[config.mk]
export PLATFORM = sky130hd
export DESIGN_NAME = enable_pin_and_timeout_timer
export DESIGN_NICKNAME = d
export VERILOG_FILES = /design/src/pin_timer_pkg.sv /design/src/timer_if.sv /design/src/timeout_timer.sv /design/src/enable_pin_and_timeout_timer.sv
export SDC_FILE = /design/constraint.sdc
export NUM_CORES = 1
export LEC_CHECK = 0
export BUFFER_PORTS_ARGS = -buffer_cell sky130_fd_sc_hd__buf_4
export CAP_MARGIN = 30
export CORE_AREA = 8 8 118 120
export CTS_CLUSTER_DIAMETER = 60
export DETAILED_ROUTE_END_ITERATION = 12
export DIE_AREA = 0 0 126 128
export PLACE_DENSITY = 0.71
export SYNTH_ARGS = -nofsm -noshare
export SYNTH_HDL_FRONTEND = slang
export SYNTH_HIERARCHICAL = 1
export SYNTH_SLANG_ARGS = --single-unit
[constraint.sdc]
create_clock -name mclk -period 3.8 [get_ports mclk]
set_clock_uncertainty 0.1 [all_clocks]
set_input_delay 0.38 -clock mclk [delete_from_list [all_inputs] [get_ports mclk]]
set_output_delay 0.38 -clock mclk [all_outputs]
set_load 0.05 [all_outputs]
[src/pin_timer_pkg.sv]
// constants, field layouts and reset values shared by the enable pin control block
// assumes a 50 MHz mclk and a synchronous active-high reset
//
// Summary of operation
// - pin selectable: enable, powerdown, saving, profile, reset
// - pin function resets to plain output enable
// - saving mode with pin low (end device asleep) swaps first output to 32kHz
// - timeout choices 0.5, 1, 2, 4 seconds
// - expiry sets flag; clearing timer enable clears it
// - expiry drives one 250ms reset pulse if enabled
// - expiry returns to profile zero, then disables control
// - timer runs alongside dynamic frequency control
// - enable function gates only first single-ended output
// - powerdown low stops all but 32.768kHz output
// - powerdown, bus enable, own enable all gate outputs
// - profile function makes pin profile bit zero
package pin_timer_pkg;

  // ***************************************************************
  // timing
  // ***************************************************************
  localparam int CLK_PERIOD_NS = 20; // mclk period
  localparam int TICK_PERIOD_NS = 1000000; // slow reference tick, 1 ms
  localparam int TICK_CYCLES_DEF = TICK_PERIOD_NS / CLK_PERIOD_NS; // mclk cycles per tick
  localparam int TICK_MS = 1; // tick period in ms
  localparam int TIMEOUT0_MS = 500;
  localparam int TIMEOUT1_MS = 1000;
  localparam int TIMEOUT2_MS = 2000;
  localparam int TIMEOUT3_MS = 4000;
  localparam int RESET_PULSE_MS = 250;
  localparam logic [11:0] TIMEOUT0_TICKS = 12'(TIMEOUT0_MS / TICK_MS);
  localparam logic [11:0] TIMEOUT1_TICKS = 12'(TIMEOUT1_MS / TICK_MS);
  localparam logic [11:0] TIMEOUT2_TICKS = 12'(TIMEOUT2_MS / TICK_MS);
  localparam logic [11:0] TIMEOUT3_TICKS = 12'(TIMEOUT3_MS / TICK_MS);
  localparam logic [11:0] RESET_PULSE_TICKS = 12'(RESET_PULSE_MS / TICK_MS);

  // ***************************************************************
  // register offsets (byte addresses)
  // ***************************************************************
  localparam logic [11:0] CTRL_OFS = 12'h000;
  localparam logic [11:0] STATUS_OFS = 12'h004;
  localparam logic [11:0] IRQ_STAT_OFS = 12'h008;
  localparam logic [11:0] IRQ_MASK_OFS = 12'h00C;

  // ***************************************************************
  // control field positions
  // ***************************************************************
  localparam int CTRL_FUNC_LSB = 0; // [1:0] pin function
  localparam int CTRL_BUS_OE = 2;
  localparam int CTRL_TMR_EN = 3;
  localparam int CTRL_TSEL_LSB = 4; // [5:4] timeout select
  localparam int CTRL_RST_EN = 6;
  localparam int CTRL_DFC_EN = 7;
  localparam int CTRL_OUT_EN_LSB = 8; // [12:8] per-output enables
  localparam int CTRL_LOW32K_EN = 13;
  localparam int CTRL_PROF_LSB = 14; // [15:14] software profile

  // status field positions
  localparam int STAT_FLAG = 0;
  localparam int STAT_PIN = 1;
  localparam int STAT_ASLEEP = 2;
  localparam int STAT_PROF_LSB = 3; // [4:3]
  localparam int STAT_PULSE = 5;
  localparam int STAT_PD = 6;

  // interrupt bits
  localparam int IRQ_TIMEOUT = 0;
  localparam int IRQ_PIN_EDGE = 1;
  localparam int IRQ_W = 2;

  // ***************************************************************
  // pin function codes and reset values
  // ***************************************************************
  localparam logic [1:0] FUNC_OE = 2'h0;
  localparam logic [1:0] FUNC_PD = 2'h1;
  localparam logic [1:0] FUNC_PPS = 2'h2;
  localparam logic [1:0] FUNC_DFC = 2'h3;
  localparam int N_OUT = 5; // single_ended_out_a, b, c, diff_out_a, diff_out_b
  localparam logic [1:0] FUNC_RST = FUNC_OE;
  localparam logic BUS_OE_RST = 1'b1;
  localparam logic [4:0] OUT_EN_RST = 5'h1F;
  localparam logic [1:0] TSEL_RST = 2'h0;
  localparam logic [1:0] PROF_RST = 2'h0;
  localparam logic [IRQ_W-1:0] IRQ_MASK_RST = 2'h0;

  typedef enum logic [1:0] {
    TMR_IDLE,
    TMR_COUNT,
    TMR_DONE
  } tmr_state_e;

endpackage

[src/timer_if.sv]
// handshake and status signals between the pin control block and its timer
// assumes both ends run on the same mclk
`timescale 1ns/1ps
`default_nettype none
interface timer_if;
  logic enable; // timer enable bit
  logic [1:0] sel; // timeout select
  logic reset_en; // reset pulse allowed
  logic expired; // one-cycle pulse at timeout
  logic flag; // sticky timeout flag
  logic pulse; // reset pulse active
  logic pulse_done; // one-cycle pulse at pulse end

  modport ctrl (output enable, output sel, output reset_en,
                input expired, input flag, input pulse, input pulse_done);
  modport tmr (input enable, input sel, input reset_en,
               output expired, output flag, output pulse, output pulse_done);
endinterface
`default_nettype wire

[src/timeout_timer.sv]
// timeout timer counting a slow tick made from mclk, with reset pulse
// assumes enable and select come from registers on the same clock
`timescale 1ns/1ps
`default_nettype none
module timeout_timer #(
  parameter int TICK_CYCLES = pin_timer_pkg::TICK_CYCLES_DEF
) (
  input wire logic mclk,
  input wire logic rst,
  timer_if.tmr tif
);
  import pin_timer_pkg::*;

  // all timer state
  typedef struct packed {
    tmr_state_e st; // idle, counting or expired
    logic [15:0] presc; // mclk cycles within a tick
    logic [11:0] cnt; // ticks since enable
    logic [11:0] pcnt; // ticks within reset pulse
    logic en_prev; // enable one cycle ago
    logic flag; // sticky timeout flag
    logic pulse; // reset pulse on
    logic expired; // expiry strobe
    logic pdone; // pulse end strobe
  } tmr_s;

  tmr_s s_q, s_d;
  logic tick; // free-running tick, independent of enable
  logic [11:0] limit; // selected timeout in ticks

  // tick from the free-running prescaler
  assign tick = (s_q.presc == 16'(TICK_CYCLES - 1));

  // timeout select decode
  always_comb begin
    case (tif.sel)
      2'h0: limit = TIMEOUT0_TICKS;
      2'h1: limit = TIMEOUT1_TICKS;
      2'h2: limit = TIMEOUT2_TICKS;
      default: limit = TIMEOUT3_TICKS;
    endcase
  end

  // next state
  always_comb begin
    s_d = s_q;
    s_d.expired = 1'b0;
    s_d.pdone = 1'b0;
    s_d.en_prev = tif.enable;
    s_d.presc = tick ? 16'h0000 : s_q.presc + 16'h0001;
    case (s_q.st)
      TMR_IDLE: begin
        // rising enable restarts from zero
        if (tif.enable && !s_q.en_prev) begin
          s_d.st = TMR_COUNT;
          s_d.cnt = 12'h000;
        end
      end
      TMR_COUNT: begin
        if (!tif.enable) begin
          s_d.st = TMR_IDLE;
        end else if (tick) begin
          if (s_q.cnt == limit - 12'h001) begin
            s_d.st = TMR_DONE;
            s_d.expired = 1'b1;
            s_d.flag = 1'b1;
            s_d.pulse = tif.reset_en;
            s_d.pcnt = 12'h000;
          end else begin
            s_d.cnt = s_q.cnt + 12'h001;
          end
        end
      end
      default: begin
        // one shot: wait for software to drop enable
        if (!tif.enable) begin
          s_d.st = TMR_IDLE;
        end
      end
    endcase
    // flag clears when enable is written to zero; a zero enable in the expiry cycle blocks the expiry, so the clear wins
    if (!tif.enable && !s_d.expired) begin
      s_d.flag = 1'b0;
    end
    // reset pulse runs its full length once started
    if (s_q.pulse && tick) begin
      if (s_q.pcnt == RESET_PULSE_TICKS - 12'h001) begin
        s_d.pulse = 1'b0;
        s_d.pdone = 1'b1;
      end else begin
        s_d.pcnt = s_q.pcnt + 12'h001;
      end
    end
  end

  // state register
  always_ff @(posedge mclk) begin
    if (rst) begin
      s_q <= '0;
    end else begin
      s_q <= s_d;
    end
  end

  assign tif.expired = s_q.expired;
  assign tif.flag = s_q.flag;
  assign tif.pulse = s_q.pulse;
  assign tif.pulse_done = s_q.pdone;

  // ***************************************************************
  // checks
  // ***************************************************************
  a_flag_on_expiry: assert property (@(posedge mclk) disable iff (rst)
    s_q.expired |-> s_q.flag) else $error("flag not set at expiry");
  a_flag_clear: assert property (@(posedge mclk) disable iff (rst)
    (!tif.enable && !s_d.expired) |=> !s_q.flag) else $error("flag not cleared");
  a_pulse_only_en: assert property (@(posedge mclk) disable iff (rst)
    $rose(s_q.pulse) |-> $past(tif.reset_en) && s_q.expired) else $error("stray pulse");
  a_no_count_idle: assert property (@(posedge mclk) disable iff (rst)
    (s_q.st == TMR_IDLE) |-> !s_q.expired) else $error("expiry while idle");
  a_restart_zero: assert property (@(posedge mclk) disable iff (rst)
    (s_q.st == TMR_IDLE && tif.enable && !s_q.en_prev) |=> s_q.cnt == 12'h000)
    else $error("count not restarted");
endmodule // timeout_timer
`default_nettype wire

[src/enable_pin_and_timeout_timer.sv]
// enable pin control: pin function, output gating, profile select, timer, apb registers
// assumes an apb master on mclk and an asynchronous pin from the board
`timescale 1ns/1ps
`default_nettype none
module enable_pin_and_timeout_timer #(
  parameter int TICK_CYCLES = pin_timer_pkg::TICK_CYCLES_DEF
) (
  input wire logic mclk,
  input wire logic rst,
  input wire logic psel,
  input wire logic penable,
  input wire logic pwrite,
  input wire logic [11:0] paddr,
  input wire logic [31:0] pwdata,
  output logic [31:0] prdata,
  output logic pready,
  output logic pslverr,
  input wire logic multi_function_pin_in,
  output logic multi_function_pin_out,
  output logic multi_function_pin_oe,
  output logic [pin_timer_pkg::N_OUT-1:0] out_run,
  output logic se_a_low_clk_sel,
  output logic low32k_run,
  output logic core_powerdown,
  output logic [1:0] freq_profile,
  output logic irq
);
  import pin_timer_pkg::*;

  // ***************************************************************
  // state
  // ***************************************************************
  typedef struct packed {
    logic [1:0] func; // pin function select
    logic bus_oe; // bus output-enable bit
    logic tmr_en; // timer enable
    logic [1:0] tsel; // timeout select
    logic rst_en; // reset output control
    logic dfc_en; // dynamic frequency control enable
    logic [N_OUT-1:0] out_en; // per-output enables
    logic low32k_en; // low-frequency output enable
    logic [1:0] prof_sw; // software profile
    logic [IRQ_W-1:0] irq_stat; // sticky events
    logic [IRQ_W-1:0] irq_mask; // event masks
    logic [31:0] rdata; // read data, loaded in setup
    logic s1; // pin synchroniser stages
    logic s2;
    logic s3;
    logic pin_lvl; // filtered pin level
  } top_s;

  top_s s_q, s_d;
  timer_if tif();
  logic wr_acc; // write access phase
  logic setup; // setup phase
  logic hit_ctrl, hit_stat, hit_istat, hit_imask, hit_any;
  logic pd_n; // effective powerdown input, high = powered
  logic asleep; // end device asleep in saving mode
  logic pin_edge; // filtered pin changed
  logic [31:0] ctrl_word, stat_word;
  logic [IRQ_W-1:0] ev;

  // ***************************************************************
  // timer
  // ***************************************************************
  // the timer only reads its own bits, so it works with or without dfc
  assign tif.enable = s_q.tmr_en;
  assign tif.sel = s_q.tsel;
  assign tif.reset_en = s_q.rst_en;

  timeout_timer #(.TICK_CYCLES(TICK_CYCLES)) u_timer (
    .mclk(mclk),
    .rst(rst),
    .tif(tif)
  );

  // ***************************************************************
  // apb decode
  // ***************************************************************
  assign setup = psel && !penable;
  assign wr_acc = psel && penable && pwrite;

  // address decode
  always_comb begin
    hit_ctrl = 1'b0;
    hit_stat = 1'b0;
    hit_istat = 1'b0;
    hit_imask = 1'b0;
    if (paddr == CTRL_OFS) begin
      hit_ctrl = 1'b1;
    end else if (paddr == STATUS_OFS) begin
      hit_stat = 1'b1;
    end else if (paddr == IRQ_STAT_OFS) begin
      hit_istat = 1'b1;
    end else if (paddr == IRQ_MASK_OFS) begin
      hit_imask = 1'b1;
    end
  end
  assign hit_any = hit_ctrl || hit_stat || hit_istat || hit_imask;

  // zero wait states; unmapped addresses answer with an error
  assign pready = 1'b1;
  assign pslverr = psel && penable && !hit_any;
  assign prdata = s_q.rdata;

  // ***************************************************************
  // pin function and gating
  // ***************************************************************
  // powerdown input only acts when the pin is given that job
  assign pd_n = (s_q.func == FUNC_PD) ? s_q.pin_lvl : 1'b1;
  // low pin in saving mode means the end device went to sleep
  assign asleep = (s_q.func == FUNC_PPS) && !s_q.pin_lvl;
  assign pin_edge = (s_q.s2 == s_q.s3) && (s_q.s3 != s_q.pin_lvl);

  // output gating
  always_comb begin
    for (int i = 0; i < N_OUT; i++) begin
      // powerdown low wins over everything, then bus and own enables
      out_run[i] = pd_n && s_q.bus_oe && s_q.out_en[i];
    end
    if (s_q.func == FUNC_OE) begin
      out_run[0] = out_run[0] && s_q.pin_lvl;
    end
  end
  // the first output keeps running on the slow clock while the end device sleeps
  assign se_a_low_clk_sel = asleep;
  // the low-frequency clock output survives powerdown, gated only by its own enable
  assign low32k_run = s_q.low32k_en;
  assign core_powerdown = !pd_n;

  // profile select: zero while disabled or after a timeout
  always_comb begin
    if (!s_q.dfc_en || tif.flag) begin
      freq_profile = 2'h0;
    end else if (s_q.func == FUNC_DFC) begin
      freq_profile = {1'b0, s_q.pin_lvl};
    end else begin
      freq_profile = s_q.prof_sw;
    end
  end

  // pin becomes a reset output, held high and pulled low for the pulse
  // a pulse already started keeps the drive even if software drops the bit
  assign multi_function_pin_oe = s_q.rst_en || tif.pulse;
  assign multi_function_pin_out = !tif.pulse;

  // ***************************************************************
  // register images
  // ***************************************************************
  always_comb begin
    ctrl_word = 32'h0000_0000;
    ctrl_word[CTRL_FUNC_LSB +: 2] = s_q.func;
    ctrl_word[CTRL_BUS_OE] = s_q.bus_oe;
    ctrl_word[CTRL_TMR_EN] = s_q.tmr_en;
    ctrl_word[CTRL_TSEL_LSB +: 2] = s_q.tsel;
    ctrl_word[CTRL_RST_EN] = s_q.rst_en;
    ctrl_word[CTRL_DFC_EN] = s_q.dfc_en;
    ctrl_word[CTRL_OUT_EN_LSB +: N_OUT] = s_q.out_en;
    ctrl_word[CTRL_LOW32K_EN] = s_q.low32k_en;
    ctrl_word[CTRL_PROF_LSB +: 2] = s_q.prof_sw;
    stat_word = 32'h0000_0000;
    stat_word[STAT_FLAG] = tif.flag;
    stat_word[STAT_PIN] = s_q.pin_lvl;
    stat_word[STAT_ASLEEP] = asleep;
    stat_word[STAT_PROF_LSB +: 2] = freq_profile;
    stat_word[STAT_PULSE] = tif.pulse;
    stat_word[STAT_PD] = !pd_n;
  end

  // interrupt events
  assign ev[IRQ_TIMEOUT] = tif.expired;
  assign ev[IRQ_PIN_EDGE] = pin_edge;
  assign irq = |(s_q.irq_stat & s_q.irq_mask);

  // ***************************************************************
  // next state
  // ***************************************************************
  always_comb begin
    s_d = s_q;
    // three-stage synchroniser; the first stage feeds only the second
    s_d.s1 = multi_function_pin_in;
    s_d.s2 = s_q.s1;
    s_d.s3 = s_q.s2;
    if (s_q.s2 == s_q.s3) begin
      s_d.pin_lvl = s_q.s3;
    end
    // read data captured in setup, stable through the access phase
    if (setup) begin
      if (hit_ctrl) begin
        s_d.rdata = ctrl_word;
      end else if (hit_stat) begin
        s_d.rdata = stat_word;
      end else if (hit_istat) begin
        s_d.rdata = {30'h0, s_q.irq_stat};
      end else if (hit_imask) begin
        s_d.rdata = {30'h0, s_q.irq_mask};
      end else begin
        s_d.rdata = 32'h0000_0000;
      end
    end
    // register writes
    if (wr_acc && hit_ctrl) begin
      s_d.func = pwdata[CTRL_FUNC_LSB +: 2];
      s_d.bus_oe = pwdata[CTRL_BUS_OE];
      s_d.tmr_en = pwdata[CTRL_TMR_EN];
      s_d.tsel = pwdata[CTRL_TSEL_LSB +: 2];
      s_d.rst_en = pwdata[CTRL_RST_EN];
      s_d.dfc_en = pwdata[CTRL_DFC_EN];
      s_d.out_en = pwdata[CTRL_OUT_EN_LSB +: N_OUT];
      s_d.low32k_en = pwdata[CTRL_LOW32K_EN];
      s_d.prof_sw = pwdata[CTRL_PROF_LSB +: 2];
    end
    if (wr_acc && hit_imask) begin
      s_d.irq_mask = pwdata[IRQ_W-1:0];
    end
    // write one to clear, with a new event winning over the clear
    if (wr_acc && hit_istat) begin
      s_d.irq_stat = s_q.irq_stat & ~pwdata[IRQ_W-1:0];
    end
    s_d.irq_stat = s_d.irq_stat | ev;
    // dfc is switched off once the reset event is over; hardware wins over a write
    if (s_q.dfc_en && ((tif.expired && !tif.pulse) || tif.pulse_done)) begin
      s_d.dfc_en = 1'b0;
    end
  end

  // state register; function comes up as plain output enable
  always_ff @(posedge mclk) begin
    if (rst) begin
      s_q <= '0;
      s_q.func <= FUNC_RST;
      s_q.bus_oe <= BUS_OE_RST;
      s_q.tsel <= TSEL_RST;
      s_q.out_en <= OUT_EN_RST;
      s_q.prof_sw <= PROF_RST;
      s_q.irq_mask <= IRQ_MASK_RST;
      s_q.s1 <= 1'b1;
      s_q.s2 <= 1'b1;
      s_q.s3 <= 1'b1;
      s_q.pin_lvl <= 1'b1;
    end else begin
      s_q <= s_d;
    end
  end

  // ***************************************************************
  // checks
  // ***************************************************************
  // output gating
  a_pd_stops_all: assert property (@(posedge mclk) disable iff (rst)
    (s_q.func == FUNC_PD && !s_q.pin_lvl) |-> (out_run == '0)) else $error("outputs run in powerdown");

  a_slow_clk_kept: assert property (@(posedge mclk) disable iff (rst)
    (core_powerdown && s_q.low32k_en) |-> low32k_run) else $error("slow output stopped in powerdown");

  a_gate_priority: assert property (@(posedge mclk) disable iff (rst)
    !s_q.bus_oe |-> (out_run == '0)) else $error("output runs without bus enable");

  a_gate_running: assert property (@(posedge mclk) disable iff (rst)
    (pd_n && s_q.bus_oe && s_q.func != FUNC_OE) |-> (out_run == s_q.out_en))
    else $error("enabled output stopped");

  a_oe_first_only: assert property (@(posedge mclk) disable iff (rst)
    (s_q.func == FUNC_OE && pd_n && s_q.bus_oe) |-> (out_run[N_OUT-1:1] == s_q.out_en[N_OUT-1:1]))
    else $error("pin gates other outputs");

  // pin function and filter
  a_func_default: assert property (@(posedge mclk)
    $fell(rst) |-> (s_q.func == FUNC_RST)) else $error("pin function not plain enable after reset");

  a_pin_filtered: assert property (@(posedge mclk) disable iff (rst)
    $changed(s_q.pin_lvl) |-> ($past(s_q.s2) == $past(s_q.s3))) else $error("pin level taken early");

  a_pps_switch: assert property (@(posedge mclk) disable iff (rst)
    (s_q.func == FUNC_PPS && $fell(s_q.pin_lvl)) |-> se_a_low_clk_sel) else $error("no slow clock swap");

  a_ctrl_write: assert property (@(posedge mclk) disable iff (rst)
    (wr_acc && hit_ctrl) |=> (s_q.func == $past(pwdata[CTRL_FUNC_LSB +: 2])))
    else $error("function write lost");

  // profile, reset output and events
  a_profile_zero: assert property (@(posedge mclk) disable iff (rst)
    tif.flag |-> (freq_profile == 2'h0)) else $error("profile not zero after timeout");

  a_dfc_off_end: assert property (@(posedge mclk) disable iff (rst)
    (s_q.dfc_en && tif.pulse_done) |=> !s_q.dfc_en) else $error("profile control on after pulse");

  a_dfc_off_nopulse: assert property (@(posedge mclk) disable iff (rst)
    (s_q.dfc_en && tif.expired && !tif.pulse) |=> !s_q.dfc_en) else $error("profile control on after expiry");

  a_dfc_pin_bit0: assert property (@(posedge mclk) disable iff (rst)
    (s_q.dfc_en && !tif.flag && s_q.func == FUNC_DFC) |-> (freq_profile == {1'b0, s_q.pin_lvl}))
    else $error("pin not profile bit zero");

  a_reset_pin_drv: assert property (@(posedge mclk) disable iff (rst)
    tif.pulse |-> (multi_function_pin_oe && !multi_function_pin_out)) else $error("reset pulse not driven");

  a_irq_sticky: assert property (@(posedge mclk) disable iff (rst)
    tif.expired |=> s_q.irq_stat[IRQ_TIMEOUT]) else $error("timeout event lost");

  a_stat_w1c: assert property (@(posedge mclk) disable iff (rst)
    (wr_acc && hit_istat && pwdata[IRQ_TIMEOUT] && !tif.expired) |=> !s_q.irq_stat[IRQ_TIMEOUT])
    else $error("timeout event not cleared");
endmodule // enable_pin_and_timeout_timer
`default_nettype wire

==> flow_summary.ini, run 1 <==
[clock_tree]
clockRootBuffer = clkbuf_16
cts_made_buffers = 9
clk_pin_slew_ns = 0.07
cts_resized = 0
post_cts_buffers = 0
cts.sinks = 87
cts_buffer_depth = 2
cts_hold_buffers = 0
htree_levels = 3
clk_latency_ns = 0.34
cts_tree = built

[floorplan]
io_pins = 97
dieArea_um2 = 16130
die_y_um = 128
rows = 41
chipWidth_um = 126
start_util_pct = 38.51
core_um2 = 12210

[routing]
highest-signal-layer = met4
totalWireLength_mm = 10.51
routed_via_density = 5.235
first_iter_violations = 437
dr.pass1.iters = 4
route.met3.wl_um = 712
wl_met2_mm = 4.709
vias = 3827
wire_per_inst_um = 14.37
ant_nets = 0
drc = 0
wl_met1_mm = 4.993

[yosys]
synthesis.area_um2 = 4702
synth_edf_count = 0
synthFlopType = dfxtp_1
seq_area_frac_synth_pct = 37.04
ys_async_sr_fraction_pct = 0
synth-seq-cells = 87
netlist-cell-type-count = 63
ys_warn_count = 6
syn_area_per_cell_um2 = 8.707
syn_inst = 540

[run]
maxCapViolCount = 0

[worst_setup_path]
worstPathMaxFanout = 15
start_kind = flip-flop
cp-end-kind = flip-flop
criticalPathCategory = flip-flop to flip-flop
worstReg2RegEnd = u_timer/s_q[14]$_SDFF_PP0_
reg2reg_from = u_timer/s_q[43]$_SDFF_PP0_
critPathArrivalTime_ns = 2.78
worstPathRequired_ns = 3.93
r2r_cells = 5
rrSetupSlack_ns = 1.15

[timing]
finalSetupViolCount = 0
fmax_mhz = 378.1
timing.setup.tns_ns = 0
slew_violations = 0
worst_pin_slew_ns = 0.9809
relSlewSlack_pct = 34.30
whs_ns = 0.1182
hold_viol_final = 0
timing.final.crit_share_pct = 69.61
rsz0062_at_grt = no
min_period_ns = 2.645

[grt]
antenna_found_initial = 0
grt_max_degree = 60
grt_pass1_wl_mm = 17.42
grt-ovfl-total = 0
track_usage_pct = 13.01
grt_pass1_vias = 3572

[placed_design]
io_buffers = 63
dp_hpwl_mm = 7.600
gp_congestion = 0.8392

[layout]
n_antenna_cell = 0
fin_nets = 635
layout-drive-gt1-share_pct = 20.65
areaGrowthSynthToFinish_pct = 14.56

[pwr]
sw_frac_of_total_pct = 25.65
power_frac_seq_pct = 48.4
cellInternalPower_mw = 1.414
power.density_nw_per_um2 = 353.0
p_clk_share_pct = 44.7
ir_worst_vdd_v = 0.0001855
p_switching_uw = 487.7
pwr-share-comb_pct = 6.9
total_leakage_power_nw = 2.033

[min_path]
hp-start = multi_function_pin_in
whs_path_depth = 2
whs_endpoint = s_d[2]$_SDFF_PP1_
hold_class = primary input to flip-flop

[status]
status = completed
power groups by stage:
stage	registers [mW]	logic [mW]	clock network, mW
2_1_floorplan	0.940	0.104	0
3_3_place_gp	0.941	0.129	0
4_1_cts	0.920	0.131	0.874
6_report	0.920	0.131	0.850
5_1_grt	0.920	0.141	0.912
3_5_place_dp	0.941	0.130	0
routing by layer:
metal / GRT usage (%) / vias up
li1: - / 1945
met2: 20.08 / 105
met3: 4.160 / 8
met1: 16.75 / 1769
met5: 0 / -
met4: 4.459 / 0
layout make-up:
class	instances	area (um2)
Sequential cell	87	1742
Timing Repair Buffer	67	503.0
Clock inverter	7	66.31
Tap cell	150	187.7
Multi-Input combinational cell	397	2610
Clock buffer	9	225.2
Inverter	14	52.55
Fill cell	1195	6823
state kept, by name (all words and copies together) (netlist names), 2 cells and up:
signal / count
s_d: 2
s_q: 6
prdata: 16
ctrl_word: 11
u_timer/s_q: 43
tif.sel: 2
critical path, stage by stage, from the launching register on:
cell and delay [ns]:
dfxtp_1 0.36, or4bb_1 0.54, nor4_4 0.52, nand4b_4 0.33, nand3b_4 0.37, o221a_1 0.31
logic make-up (layout without fill, tap and decap cells):
family | count (synthesis) | after routing | share of synthesized area (%)
other | 2 | 17 | 0.1597
xor gates and xnor gates | 22 | 22 | 4.098
buffers and inverters | 71 | 97 | 8.648
and+or+nand+nor | 224 | 224 | 26.80
adders and majority gates | 9 | 9 | 2.395
DFF | 87 | 87 | 37.04
muxes | 24 | 24 | 5.455
AOI/OAI and AO/OA | 101 | 101 | 15.41
worst max-delay path by stage:
stage	from	endpoint	cells past startpoint
after floorplan	tif.sel[0]$_SDFFE_PP0P_	u_timer/s_q[17]$_SDFFE_PP0P_	8
after global routing	u_timer/s_q[43]$_SDFF_PP0_	u_timer/s_q[14]$_SDFF_PP0_	5
after CTS	u_timer/s_q[43]$_SDFF_PP0_	u_timer/s_q[14]$_SDFF_PP0_	5
after global placement	u_timer/s_q[43]$_SDFF_PP0_	u_timer/s_q[14]$_SDFF_PP0_	5
after detailed placement	u_timer/s_q[43]$_SDFF_PP0_	u_timer/s_q[14]$_SDFF_PP0_	5
final	u_timer/s_q[43]$_SDFF_PP0_	u_timer/s_q[14]$_SDFF_PP0_	5
per-stage QoR:
step | power [mW] | util [%] | std cells | area, um2 | setup slack [ns]
3_5_place_dp | 1.072 | 41.73 | 715 | 5095 | 1.112
5_1_grt | 1.974 | 44.12 | 731 | 5386 | 1.007
3_3_place_gp | 1.070 | 41.73 | 715 | 5095 | 1.157
4_1_cts | 1.925 | 44.12 | 731 | 5386 | 1.122
2_1_floorplan | 1.044 | - | 555 | 4758 | 1.410
6_report | 1.901 | 44.12 | 731 | 5386 | 1.155
synthesized netlist by cell type (8+ instances only):
cell type	n	share of area, %
a21oi_1	34	3.6
a31o_1	11	2.0
and3_1	9	1.2
buf_4	33	5.3
clkbuf_1	16	1.3
dfxtp_1	87	37
ha_1	9	2.4
inv_1	14	1.1
mux2i_1	20	4.3
nand2_1	40	3.2
nand2b_1	15	2.0
nand3_1	30	3.2
nand4_1	11	1.5
nor2_1	54	4.3
nor3_1	8	0.85
o21ai_0	17	1.8
or2_2	8	1.1
xnor2_1	8	1.5
xor2_1	14	2.6
layout by cell type (no fill, tap or decap), types with 4 or more instances in the layout:
master     instances
ha_1               9
nand2b_1          15
dfxtp_1           87
nor3_1             8
nor4_1             5
o21ai_0           17
a211oi_2           7
xor2_1            14
a22oi_1            7
xnor2_1            8
a22oi_2            4
a31o_1            11
a21oi_1           34
or3_1              7
clkbuf_16          9
mux2i_1           20
inv_1             14
or2_2              8
buf_4             67
nor2_1            54
nand4_1           11
nor2b_1            6
nand3_1           30
conb_1            17
and3_1             9
nand2_1           40
(Power assumes the default switching activity.)
==> run 2: changes to the inputs <==
Settings changed: PLACE_DENSITY 0.71 to 0.74.
Clock period 3.8 ns to 2.3 ns, I/O delays scaled along.
==> flow_summary.ini, run 2 (synthesis gave the netlist of run 1 again) <==
[placed_design]
io_buffers = 63
dp_hpwl_mm = 8.361
gp_congestion = 0.8258
post-place-ws_ns = -0.1795

[timing]
timing.final.crit_share_pct = 99.48
setup_ws_ns = 0.01189
whs_ns = 0.05283
relSlewSlack_pct = 65.28
min_period_ns = 2.288
hold_viol_final = 0
finalSetupViolCount = 0
fmax_mhz = 437.0
slew_violations = 0
worst_pin_slew_ns = 0.5160
rsz0062_at_grt = yes

[grt]
grt-ovfl-total = 0
track_usage_pct = 13.85
grt_pass1_vias = 3899
grt_pass1_wl_mm = 18.77
antenna_found_initial = 0
grt_max_degree = 45

[run]
maxCapViolCount = 0

[worst_setup_path]
reg2reg_from = u_timer/s_q[40]$_SDFF_PP0_
start_kind = flip-flop
worstReg2RegEnd = u_timer/s_q[20]$_SDFFE_PP0P_
r2r_cells = 6
worstPathMaxFanout = 7
worstPathRequired_ns = 2.46
criticalPathCategory = flip-flop to flip-flop
cp-end-kind = flip-flop
critPathArrivalTime_ns = 2.45
rrSetupSlack_ns = 0.01

[min_path]
whs_path_depth = 3
hp-start = pwdata[10]
hold_class = primary input to flip-flop
whs_endpoint = ctrl_word[10]$_SDFFE_PP1P_

[clock_tree]
clockRootBuffer = clkbuf_16
cts_made_buffers = 9
cts.sinks = 87
cts_tree = built
cts_buffer_depth = 2
clk_pin_slew_ns = 0.07
clk_latency_ns = 0.34
htree_levels = 3

[layout]
largest_register = u_timer/s_q
layout_commonest_cell = buf_4
final_core_util_pct = 47.62
n_antenna_cell = 0
largest_reg_flops = 43
fin_nets = 668
areaGrowthSynthToFinish_pct = 23.66
final_cell_mix = buf_4 (90), dfxtp_1 (82), nor2_1 (53)
fillers = 1143
layout-drive-gt1-share_pct = 27.36

[routing]
dr.pass1.iters = 4
drc = 0
vias = 4104
ant_nets = 0
routed_via_density = 5.372
first_iter_violations = 324
wire_per_inst_um = 15.10
totalWireLength_mm = 11.54

[pwr]
power.density_nw_per_um2 = 532.5
total_leakage_power_nw = 2.263
ir_worst_vdd_v = 0.0003786

[floorplan]
io_pins = 97
core_um2 = 12210
start_util_pct = 38.51
chipWidth_um = 126
die_y_um = 128
rows = 41
dieArea_um2 = 16130

[status]
status = completed
run 2: cell types whose count changed in the layout (fill, tap and decap cells not counted), moves of 2 or more:
cell	previous run	this run
xnor2_2	0	2
xnor2_1	8	6
dfxtp_2	0	4
buf_6	0	3
or4_1	3	1
inv_6	2	0
or4_4	3	5
buf_4	67	90
dfxtp_1	87	82
buf_12	0	3
run 2: report_power, final:
group	switching (mW)	internal (mW)
Clock	0.612	0.738
Combinational	0.155	0.0717
Sequential	0.00617	1.51
run 2: timing repair:
action,4_1_cts,5_1_grt
gates resized for setup,3,25
pin swaps,2,10
setup buffers,1,6
gates cloned,0,2
endpoints found under the setup margin,25,28
hold buffers,0,1
hold endpoints to repair,0,1
run 2: layout make-up:
cell class              count  area [um2]  share of cell area [%]
inverters                  14       52.55                  0.9038
clock buffers              10       229.0                   3.938
clock inverters             6       45.04                  0.7747
well taps                 150       187.7                   3.228
flip-flops and latches     87        1750                   30.11
repair buffers             99       819.5                   14.10
multi-input cells         398        2730                   46.96
run 2: worst max-delay path by stage:
stage	end	slack, ns	depth (start not counted)	from
floorplan	prdata[2]$_SDFFE_PP0P_	0.02	4	ctrl_word[1]$_SDFFE_PP0P_
global placement	u_timer/s_q[16]$_SDFF_PP0_	-0.15	4	u_timer/s_q[15]$_SDFF_PP0_
detailed placement	u_timer/s_q[15]$_SDFF_PP0_	-0.18	4	u_timer/s_q[15]$_SDFF_PP0_
CTS	u_timer/s_q[20]$_SDFFE_PP0P_	0.004	9	tif.sel[1]$_SDFFE_PP0P_
global route	u_timer/s_q[20]$_SDFFE_PP0P_	-0.10	6	u_timer/s_q[40]$_SDFF_PP0_
finish	u_timer/s_q[20]$_SDFFE_PP0P_	0.01	6	u_timer/s_q[40]$_SDFF_PP0_
run 2: metal layers:
metal / global-route usage (%) / vias up / part of all wire [%]
li1: - / 2013 / -
met3: 4.326 / 11 / 7.3
met2: 22.89 / 128 / 47
met5: 0 / - / 0
met1: 16.94 / 1952 / 45
met4: 4.034 / 0 / 0.89
run 2: critical path: stages (launching register included):
cell	delay, ns
dfxtp_2	0.33
or4bb_4	0.55
nor4_4	0.35
nand4b_4	0.23
buf_8	0.20
a211oi_4	0.22
mux2i_1	0.22
run 2: stage by stage:
step	TNS [ns]	cells	total power, mW	cell area [um2]
4_1_cts	0	755	3.124	5585
6_report	0	764	3.096	5814
3_5_place_dp	-2.724	738	1.777	5293
5_1_grt	-0.7311	764	3.215	5814
2_1_floorplan	0	555	1.725	4771
3_3_place_gp	-1.614	738	1.774	5293
